==> src/timer_pkg.sv <==
`default_nettype none
package timer_pkg;
    // ****************************************************************
    // widths and counter limits
    // ****************************************************************
    localparam int unsigned COUNT_W = 12;
    localparam int unsigned BYTE_W = 8;
    localparam int unsigned DUTY_HIGH_W = 4;
    localparam logic [11:0] COUNT_MAX = 12'hFFF;
    localparam logic [11:0] COUNT_ONE = 12'h001;
    localparam logic [11:0] COUNT_RESET = 12'h000;
    localparam logic [11:0] DUTY_OFF = 12'h000;
    localparam logic [7:0] BYTE_ZERO = 8'h00;
    // slow mode divides the counter input by 32
    localparam logic [4:0] PRESCALE_LAST = 5'h1F;
    localparam logic [4:0] PRESCALE_ONE = 5'h01;
    localparam logic [4:0] PRESCALE_RESET = 5'h00;

    // ****************************************************************
    // register indices; byte address is four times the index
    // ****************************************************************
    localparam int unsigned ADDR_LSB = 2;
    localparam logic [7:0] IDX_CONTROL = 8'h0D;
    localparam logic [7:0] IDX_COUNT_HIGH = 8'h0E;
    localparam logic [7:0] IDX_COUNT_LOW = 8'h0F;
    localparam logic [7:0] IDX_RELOAD_HIGH = 8'h10;
    localparam logic [7:0] IDX_RELOAD_LOW = 8'h11;
    localparam logic [7:0] IDX_PIN_CONTROL = 8'h12;
    localparam logic [7:0] IDX_WAVE_STATUS = 8'h13;
    localparam logic [7:0] IDX_DUTY_HIGH = 8'h17;
    localparam logic [7:0] IDX_DUTY_LOW = 8'h18;

    // ****************************************************************
    // field positions
    // ****************************************************************
    localparam int unsigned CTRL_SRC_LSB = 3;
    localparam int unsigned CTRL_OVF_BIT = 2;
    localparam int unsigned CTRL_OVERFLOW_IRQ_ENABLE_BIT = 1;
    localparam int unsigned CTRL_COMPARE_IRQ_ENABLE_BIT = 0;
    localparam int unsigned STAT_INVERT_BIT = 1;
    localparam int unsigned STAT_CMPF_BIT = 0;
    localparam int unsigned PIN_ENABLE_BIT = 0;

    localparam logic [1:0] SRC_OFF = 2'h0;
    localparam logic [1:0] SRC_TICK = 2'h1;
    localparam logic [1:0] SRC_CPU = 2'h2;
    localparam logic [1:0] SRC_RESERVED = 2'h3;

    localparam logic [1:0] HTRANS_NONSEQ = 2'h2;
    localparam logic HRESP_OKAY = 1'b0;
    localparam logic [31:0] HRDATA_RESET = 32'h00000000;

    typedef struct packed {
        logic [1:0] count_source_select;
        logic overflow_irq_enable;
        logic compare_irq_enable;
    } control_t;

    typedef struct packed {
        logic slow;
        logic halt;
        logic active_halt;
    } power_mode_t;

    localparam control_t CONTROL_RESET = '{SRC_OFF, 1'b0, 1'b0};
endpackage
`default_nettype wire

==> src/count_gate.sv <==
`timescale 1ns/1ps
`default_nettype none
module count_gate
    import timer_pkg::*;
(
    input wire logic hclk,
    input wire logic hresetn,
    input wire timer_pkg::control_t control,
    input wire timer_pkg::power_mode_t power_mode,
    input wire logic timebase_tick,
    output logic count_tick
);
    logic [4:0] prescale;
    logic [4:0] next_prescale;
    logic next_count_tick;
    logic source_pulse;
    logic running;

    always_comb
    begin
        // codes 00 and 11 give no source pulse at all
        case (control.count_source_select)
            SRC_TICK: source_pulse = timebase_tick;
            SRC_CPU: source_pulse = 1'b1;
            default: source_pulse = 1'b0;
        endcase
        // wait mode has no effect, so it is not even an input
        running = !power_mode.halt && (!power_mode.active_halt ||
            (control.count_source_select == SRC_TICK && control.overflow_irq_enable));
        next_prescale = prescale;
        next_count_tick = 1'b0;
        if (!power_mode.slow)
        begin
            next_prescale = PRESCALE_RESET;
            next_count_tick = running && source_pulse;
        end
        else if (running && source_pulse)
        begin
            next_prescale = prescale + PRESCALE_ONE;
            next_count_tick = (prescale == PRESCALE_LAST);
        end
    end

    always_ff @(posedge hclk or negedge hresetn)
    begin
        if (!hresetn)
        begin
            prescale <= PRESCALE_RESET;
            count_tick <= 1'b0;
        end
        else
        begin
            prescale <= next_prescale;
            count_tick <= next_count_tick;
        end
    end
endmodule
`default_nettype wire

==> src/compare_unit.sv <==
`timescale 1ns/1ps
`default_nettype none
module compare_unit
    import timer_pkg::*;
(
    input wire logic hclk,
    input wire logic hresetn,
    input wire logic count_tick,
    input wire logic overflow_now,
    input wire logic [11:0] up_count,
    input wire logic [11:0] duty_value,
    input wire logic compare_lock,
    input wire logic wave_pin_enable,
    output logic wave,
    output logic match
);
    logic [11:0] shadow;
    logic [11:0] next_shadow;
    logic next_wave;
    logic next_match;
    logic [11:0] compare_value;

    always_comb
    begin
        // both bytes copy even if the low byte is still pending
        next_shadow = overflow_now ? duty_value : shadow;
        // waveform mode uses the shadow, compare mode the direct value
        compare_value = wave_pin_enable ? next_shadow : duty_value;
        // up_count is the value the counter takes at this edge, so the
        // waveform falls together with the count and not one count late
        next_match = count_tick && !compare_lock && up_count == compare_value &&
            (wave_pin_enable || duty_value != DUTY_OFF);
        next_wave = wave;
        if (next_match && wave_pin_enable)
        begin
            // duty equal to reload gives a steady level, not a one-count spike
            next_wave = 1'b0;
        end
        else if (overflow_now)
        begin
            next_wave = 1'b1;
        end
    end

    always_ff @(posedge hclk or negedge hresetn)
    begin
        if (!hresetn)
        begin
            shadow <= DUTY_OFF;
            wave <= 1'b0;
            match <= 1'b0;
        end
        else
        begin
            shadow <= next_shadow;
            wave <= next_wave;
            match <= next_match;
        end
    end
endmodule
`default_nettype wire

==> src/autoreload_pwm_timer.sv <==
// Behaviour
// - 12-bit counter overflows after all-ones value
// - two-bit field selects off, timebase, cpu clock
// - overflow reloads counter from reload value
// - overflow loads shadow duty, waveform goes high
// - count equal shadow drives waveform low
// - polarity bit inverts the output pin
// - pin enable drives waveform onto pin
// - duty high write locks compare until low
// - compare mode uses written duty at once
// - compare match sets flag, maybe interrupt
// - no compare-mode matching while duty is zero
// - shadow copied every overflow; modes pick source
// - overflow sets flag; control read clears it
// - overflow flag lasts one counter clock
// - separate enabled overflow and compare requests
// - slow divides by 32; halt stops counter
// - active halt runs only timebase with irq
// - counter resets to zero, counts when selected
// - reading wave status clears compare flag
// - polarity resets to zero, one inverts
// - duty is 12 bits over two bytes
// - pin enable clear releases the pin
`timescale 1ns/1ps
`default_nettype none
module autoreload_pwm_timer
    import timer_pkg::*;
(
    input wire logic hclk,
    input wire logic hresetn,
    input wire logic hsel,
    input wire logic [31:0] haddr,
    input wire logic [1:0] htrans,
    input wire logic hwrite,
    input wire logic [2:0] hsize,
    input wire logic [31:0] hwdata,
    input wire logic hready,
    output logic hreadyout,
    output logic [31:0] hrdata,
    output logic hresp,
    input wire logic timebase_tick,
    input wire timer_pkg::power_mode_t power_mode,
    output logic wave_output,
    output logic wave_output_enable,
    output logic overflow_irq,
    output logic compare_irq
);
    // ****************************************************************
    // state
    // ****************************************************************
    control_t control;
    control_t next_control;
    logic [11:0] up_count;
    logic [11:0] next_up_count;
    logic [11:0] reload_value;
    logic [11:0] next_reload_value;
    logic [11:0] duty_value;
    logic [11:0] next_duty_value;
    logic compare_lock;
    logic next_compare_lock;
    logic wave_pin_enable;
    logic next_wave_pin_enable;
    logic wave_invert;
    logic next_wave_invert;
    logic overflow_flag;
    logic next_overflow_flag;
    logic compare_flag;
    logic next_compare_flag;
    logic next_wave_output;
    logic next_overflow_irq;
    logic next_compare_irq;
    logic wr_pending;
    logic next_wr_pending;
    logic rd_pending;
    logic next_rd_pending;
    logic [7:0] wr_index;
    logic [7:0] next_wr_index;
    logic [7:0] rd_index;
    logic [7:0] next_rd_index;
    logic next_hreadyout;
    logic [31:0] next_hrdata;
    logic [7:0] read_byte;
    logic accept;
    logic count_tick;
    logic overflow_now;
    logic wave;
    logic match;
    logic read_control;
    logic read_status;

    // ****************************************************************
    // clock source selection and compare path
    // ****************************************************************
    count_gate u_count_gate (
        .hclk(hclk),
        .hresetn(hresetn),
        .control(control),
        .power_mode(power_mode),
        .timebase_tick(timebase_tick),
        .count_tick(count_tick)
    );

    compare_unit u_compare_unit (
        .hclk(hclk),
        .hresetn(hresetn),
        .count_tick(count_tick),
        .overflow_now(overflow_now),
        .up_count(next_up_count),
        .duty_value(duty_value),
        .compare_lock(compare_lock),
        .wave_pin_enable(wave_pin_enable),
        .wave(wave),
        .match(match)
    );

    // ****************************************************************
    // bus slave: writes take no wait, reads take one wait state
    // ****************************************************************
    // the read wait lets a write just before it land before the data is sampled
    always_comb
    begin
        accept = hsel && htrans == HTRANS_NONSEQ && hready;
        next_wr_pending = accept && hwrite;
        next_rd_pending = accept && !hwrite;
        next_wr_index = accept ? haddr[ADDR_LSB +: BYTE_W] : wr_index;
        next_rd_index = accept ? haddr[ADDR_LSB +: BYTE_W] : rd_index;
        next_hreadyout = !(accept && !hwrite);
        read_control = rd_pending && rd_index == IDX_CONTROL;
        read_status = rd_pending && rd_index == IDX_WAVE_STATUS;
        read_byte = BYTE_ZERO;
        case (rd_index)
            IDX_CONTROL:
            begin
                read_byte[CTRL_SRC_LSB +: 2] = control.count_source_select;
                read_byte[CTRL_OVF_BIT] = overflow_flag;
                read_byte[CTRL_OVERFLOW_IRQ_ENABLE_BIT] = control.overflow_irq_enable;
                read_byte[CTRL_COMPARE_IRQ_ENABLE_BIT] = control.compare_irq_enable;
            end
            IDX_COUNT_HIGH: read_byte[DUTY_HIGH_W-1:0] = up_count[COUNT_W-1:BYTE_W];
            IDX_COUNT_LOW: read_byte = up_count[BYTE_W-1:0];
            IDX_RELOAD_HIGH: read_byte[DUTY_HIGH_W-1:0] = reload_value[COUNT_W-1:BYTE_W];
            IDX_RELOAD_LOW: read_byte = reload_value[BYTE_W-1:0];
            IDX_PIN_CONTROL: read_byte[PIN_ENABLE_BIT] = wave_pin_enable;
            IDX_WAVE_STATUS:
            begin
                read_byte[STAT_INVERT_BIT] = wave_invert;
                read_byte[STAT_CMPF_BIT] = compare_flag;
            end
            IDX_DUTY_HIGH: read_byte[DUTY_HIGH_W-1:0] = duty_value[COUNT_W-1:BYTE_W];
            IDX_DUTY_LOW: read_byte = duty_value[BYTE_W-1:0];
            default: read_byte = BYTE_ZERO;
        endcase
        next_hrdata = rd_pending ? {24'h000000, read_byte} : hrdata;
    end

    // ****************************************************************
    // software-written registers
    // ****************************************************************
    always_comb
    begin
        next_control = control;
        next_reload_value = reload_value;
        next_duty_value = duty_value;
        next_compare_lock = compare_lock;
        next_wave_pin_enable = wave_pin_enable;
        next_wave_invert = wave_invert;
        if (wr_pending)
        begin
            case (wr_index)
                IDX_CONTROL:
                begin
                    next_control.count_source_select = hwdata[CTRL_SRC_LSB +: 2];
                    next_control.overflow_irq_enable = hwdata[CTRL_OVERFLOW_IRQ_ENABLE_BIT];
                    next_control.compare_irq_enable = hwdata[CTRL_COMPARE_IRQ_ENABLE_BIT];
                end
                IDX_RELOAD_HIGH:
                    next_reload_value[COUNT_W-1:BYTE_W] = hwdata[DUTY_HIGH_W-1:0];
                IDX_RELOAD_LOW: next_reload_value[BYTE_W-1:0] = hwdata[BYTE_W-1:0];
                IDX_PIN_CONTROL: next_wave_pin_enable = hwdata[PIN_ENABLE_BIT];
                IDX_WAVE_STATUS: next_wave_invert = hwdata[STAT_INVERT_BIT];
                IDX_DUTY_HIGH:
                begin
                    next_duty_value[COUNT_W-1:BYTE_W] = hwdata[DUTY_HIGH_W-1:0];
                    next_compare_lock = 1'b1;
                end
                IDX_DUTY_LOW:
                begin
                    next_duty_value[BYTE_W-1:0] = hwdata[BYTE_W-1:0];
                    next_compare_lock = 1'b0;
                end
                default: next_compare_lock = compare_lock;
            endcase
        end
    end

    // ****************************************************************
    // counter, flags and outputs
    // ****************************************************************
    always_comb
    begin
        next_up_count = up_count;
        overflow_now = 1'b0;
        if (count_tick)
        begin
            if (up_count == COUNT_MAX)
            begin
                next_up_count = reload_value;
                overflow_now = 1'b1;
            end
            else
            begin
                next_up_count = up_count + COUNT_ONE;
            end
        end
        // set wins over every clear
        next_overflow_flag = overflow_flag;
        if (count_tick || read_control)
        begin
            next_overflow_flag = 1'b0;
        end
        if (overflow_now)
        begin
            next_overflow_flag = 1'b1;
        end
        next_compare_flag = compare_flag;
        if (read_status)
        begin
            next_compare_flag = 1'b0;
        end
        if (match)
        begin
            next_compare_flag = 1'b1;
        end
        next_overflow_irq = next_overflow_flag && next_control.overflow_irq_enable;
        next_compare_irq = next_compare_flag && next_control.compare_irq_enable;
        // pin value only matters while enabled; released it stays low
        next_wave_output = next_wave_pin_enable && (wave ^ next_wave_invert);
    end

    always_ff @(posedge hclk or negedge hresetn)
    begin
        if (!hresetn)
        begin
            control <= CONTROL_RESET;
            up_count <= COUNT_RESET;
            reload_value <= COUNT_RESET;
            duty_value <= DUTY_OFF;
            compare_lock <= 1'b0;
            wave_pin_enable <= 1'b0;
            wave_invert <= 1'b0;
            overflow_flag <= 1'b0;
            compare_flag <= 1'b0;
            wr_pending <= 1'b0;
            rd_pending <= 1'b0;
            wr_index <= BYTE_ZERO;
            rd_index <= BYTE_ZERO;
            hreadyout <= 1'b1;
            hrdata <= HRDATA_RESET;
            hresp <= HRESP_OKAY;
            wave_output <= 1'b0;
            wave_output_enable <= 1'b0;
            overflow_irq <= 1'b0;
            compare_irq <= 1'b0;
        end
        else
        begin
            control <= next_control;
            up_count <= next_up_count;
            reload_value <= next_reload_value;
            duty_value <= next_duty_value;
            compare_lock <= next_compare_lock;
            wave_pin_enable <= next_wave_pin_enable;
            wave_invert <= next_wave_invert;
            overflow_flag <= next_overflow_flag;
            compare_flag <= next_compare_flag;
            wr_pending <= next_wr_pending;
            rd_pending <= next_rd_pending;
            wr_index <= next_wr_index;
            rd_index <= next_rd_index;
            hreadyout <= next_hreadyout;
            hrdata <= next_hrdata;
            hresp <= HRESP_OKAY;
            wave_output <= next_wave_output;
            wave_output_enable <= next_wave_pin_enable;
            overflow_irq <= next_overflow_irq;
            compare_irq <= next_compare_irq;
        end
    end
endmodule
`default_nettype wire

==> config.mk <==
export PLATFORM = sky130hd
export DESIGN_NAME = autoreload_pwm_timer
export DESIGN_NICKNAME = d
export VERILOG_FILES = /design/src/timer_pkg.sv /design/src/count_gate.sv /design/src/compare_unit.sv /design/src/autoreload_pwm_timer.sv
export SDC_FILE = /design/constraint.sdc
export NUM_CORES = 1
export LEC_CHECK = 0
export ABC_CLOCK_PERIOD_IN_PS = 8900
export BUFFER_PORTS_ARGS = -buffer_cell sky130_fd_sc_hd__buf_4
export CAP_MARGIN = 20
export CORE_MARGIN = 5
export CORE_UTILIZATION = 40
export CTS_CLUSTER_SIZE = 25
export DETAILED_ROUTE_END_ITERATION = 16
export PLACE_DENSITY = 0.59
export REMOVE_ABC_BUFFERS = 1
export SYNTH_ARGS = -nofsm -noshare
export SYNTH_HDL_FRONTEND = slang
export SYNTH_SLANG_ARGS = --single-unit
export TNS_END_PERCENT = 5
==> constraint.sdc <==
create_clock -name hclk -period 8.9 [get_ports hclk]
set_input_delay 0.445 -clock hclk [delete_from_list [all_inputs] [get_ports hclk]]
set_output_delay 0.445 -clock hclk [all_outputs]
set_load 0.005 [all_outputs]
==> results.sh <==
export IMPL_outcome="complete, no violations"
export IMPL_worst_r2r_startpoint="u_count_gate.count_tick"
export IMPL_r2r_end="u_compare_unit.match"
export IMPL_fp_dieH_um=116.9
export IMPL_rrSetupSlack_ps=5280
export IMPL_critical_path_startpoint_type="flip-flop"
export IMPL_syn_to_final_growth_pct=14.20
export IMPL_powerDensity_nw_per_um2=189.9
export IMPL_core_sq_um=11320
export IMPL_io_pins=116
export IMPL_cts_buffers=9
export IMPL_worst_path_max_fanout=19
export IMPL_ys_warn_count=0
export IMPL_drc=0
export IMPL_rsz0062_at_grt="false"
export IMPL_die_x_um=116.9
export IMPL_finalHoldViolCount=0
export IMPL_grtUsageTotal_pct=17.15
export IMPL_fillers=1066
export IMPL_wire_per_inst_um=18.82
export IMPL_swShare_pct=26.24
export IMPL_syn_avg_cell_area_sq_um=10.64
export IMPL_dp_hpwl_mm=8.318
export IMPL_drt_iter0_markers=312
export IMPL_finalCriticalPeriod_ps=3622
export IMPL_setup_viol=0
export IMPL_clkLatencyLatePin_ps=340
export IMPL_cts_sinks=87
export IMPL_dp_cells=597
export IMPL_drive_above_1_share_pct=23.40
export IMPL_via_per_inst=5.605
export IMPL_worst_setup_path_end_kind="flip-flop"
export IMPL_clkTransAtPathRegs_ps=70
export IMPL_ir_drop_mv=0.09525
export IMPL_num_rows=39
export IMPL_ys_types=59
export IMPL_netlist_instances=430
export IMPL_fin_util_pct=46.13
export IMPL_final_cells=613
export IMPL_cts_tree="yes"
export IMPL_power_switching_w=0.0002603
export IMPL_cts_root_buf="clkbuf_16"
export IMPL_initial_core_util_pct=40.40
export IMPL_overflow=0
export IMPL_ctsResizeCount=0
export IMPL_reg2regPathDepth=7
export IMPL_ys_ff_latch=87
export IMPL_vias=3436
export IMPL_max_slew_margin_pct=35.07
export IMPL_critical_path_required_ps=9100
export IMPL_worst_pin_slew_ps=965.1
export IMPL_slew_violations=0
export IMPL_final_setup_skew_ps=6.066
export IMPL_maxCapViolations=0
export IMPL_postCtsHoldBufs=0
export IMPL_multi_input_comb_area_sq_um=2168
export IMPL_grt_pass1_wl_mm=17.75
export IMPL_syn_area_sq_um=4573
export IMPL_ys_seq_area_share_pct=47.63
export IMPL_port_buffers=39
export IMPL_hold_path_class="primary input to async pin"
export IMPL_clockBufferDepth=2
export IMPL_fmax_mhz=276.1
export IMPL_cts_setup_buffers=0
export IMPL_antenna_found_initial=0
export IMPL_fin_hold_ws_ps=37.14
export IMPL_combPwrFrac_pct=10.8
export IMPL_diodes=0
export IMPL_ff_latch_area_sq_um=2178
export IMPL_p_int_w=0.0007317
export IMPL_synth_flop_cell="dfrtp_1"
export IMPL_place_congestion=0.8680
export IMPL_grt_max_degree=56
export IMPL_arrival_ps=3820
export IMPL_period_share_pct=40.70
export IMPL_async_flop_share_pct=100.0
export IMPL_ant_nets=0
export IMPL_p_leak_nw=2.363
export IMPL_drt_total_wl_mm=11.54
export IMPL_nNetsFinal=548
export IMPL_crit_type="flip-flop to flip-flop"
export IMPL_grt_pass1_vias=3256
export IMPL_tns_ps=0
export IMPL_die_area_sq_um=13670
export IMPL_total_power_w=0.0009920
export IMPL_p_clk_share_pct=42.7
export IMPL_p_seq_share_pct=46.6
export IMPL_synth_edf_count=0
export IMPL_first_pass_iters=8
export IMPL_htreeDepth=3
-- layout by cell type (no fill, tap or decap), types with 3 or more instances in the layout --
cell type / n
xnor2_1: 9
nand2_1: 54
conb_1: 25
and4_1: 4
and2_1: 6
mux2i_1: 15
nor3_1: 5
buf_4: 42
and3_1: 5
xor2_1: 7
a222oi_1: 6
a31oi_1: 9
nand2b_1: 3
mux2_2: 41
or4_1: 3
nor2_1: 19
a22oi_1: 4
nand4_2: 3
ha_1: 5
nor2b_1: 6
o21ai_0: 4
o22ai_1: 3
nor4_1: 6
nand4_1: 7
nand3_1: 12
clkbuf_16: 9
a22o_1: 3
inv_1: 12
dfrtp_1: 86
a21oi_1: 15
-- registers in the layout (all words and copies together) (netlist names), 4 cells and up --
register and count:
reload_value 12, rd_index 8, hrdata 8, u_compare_unit.shadow 12, u_count_gate.prescale 5, up_count 12
control 4, duty_value 12
-- power groups by stage --
stage | sequential (W) | clock [W] | combinational [W]
final | 0.000462 | 0.000423 | 0.000107
after global routing | 0.000464 | 0.000444 | 0.000121
after CTS | 0.000461 | 0.000430 | 0.000107
after detailed placement | 0.000468 | 0 | 0.000107
after global placement | 0.000468 | 0 | 0.000104
after floorplan | 0.000452 | 0 | 0.0000663
-- routing by layer --
metal / global-route usage [%] / up-vias / wire (um)
met2: 26.62 / 125 / 5402
li1: - / 1588 / -
met3: 3.445 / 17 / 803
met5: 0 / - / 0
met1: 23.84 / 1706 / 5112
met4: 6.269 / 0 / 218
-- metrics by stage --
step | cell area (sq um) | worst slack [ps]
floorplan | 4392 | 5592
global placement | 4886 | 5324
detailed placement | 4886 | 5239
CTS | 5223 | 5226
global route | 5223 | 4977
finish | 5223 | 5278
-- critical path: stages (launching register included) --
cell and delay, ps:
dfrtp_1 800, and4_1 480, nand3_1 520, and3_1 400
a31oi_1 130, o2111ai_1 110, or4_1 590, nor4_1 430
-- cell usage after synthesis (all sizes together) (4+ instances only) --
cell    instances  area share (%)
nor4            6            0.82
clkbuf          6            0.49
a22oi           4            0.66
dfrtp          86              47
a31oi          10             1.7
a21oi          15             1.6
and4            4            0.77
nor3            7             1.1
ha              5             1.4
and3            5            0.68
nand3          12             1.3
inv            12            0.98
mux2           41              10
o21ai           4            0.44
nor2           19             1.6
nand2          54             4.4
and2            6            0.82
xor2            7             1.3
nand4          10             1.8
nor2b           6            0.82
xnor2           9             1.7
buf            36             5.4
a222oi          6             1.3
mux2i          15             3.3
-- worst max-delay path by stage --
stage | startpoint | to | slack, ps | cells past startpoint
3_3_place_gp | u_count_gate.count_tick | u_compare_unit.match | 5320 | 7
6_report | u_count_gate.count_tick | u_compare_unit.match | 5280 | 7
2_1_floorplan | up_count[0] | u_compare_unit.wave | 5590 | 8
5_1_grt | u_count_gate.count_tick | u_compare_unit.match | 4980 | 7
3_5_place_dp | u_count_gate.count_tick | u_compare_unit.match | 5240 | 7
4_1_cts | u_count_gate.count_tick | u_compare_unit.match | 5230 | 7
-- kinds of logic (layout without fill, tap and decap cells) --
group,count (synthesis),in the layout,share of synthesized area (%)
AO/OA/AOI/OAI,69,69,11.38
XOR/XNOR,16,16,3.064
adder cells (fa/ha/maj),5,5,1.368
buffers and inverters,54,70,6.922
flip-flops,87,87,47.63
multiplexers,56,56,13.38
other,1,25,0.08200
AND/OR/NAND/NOR,142,142,16.17
-- final cells by class --
type,count,area share [%]
sequential,87,41.71
multi-input combinational,313,41.52
timing repair buffer,42,6.037
clock buffer,10,4.576
tap,143,3.426
clock inverter,6,1.869
inverter,12,0.8625
Note: power is estimated with default switching activity, not from simulation.
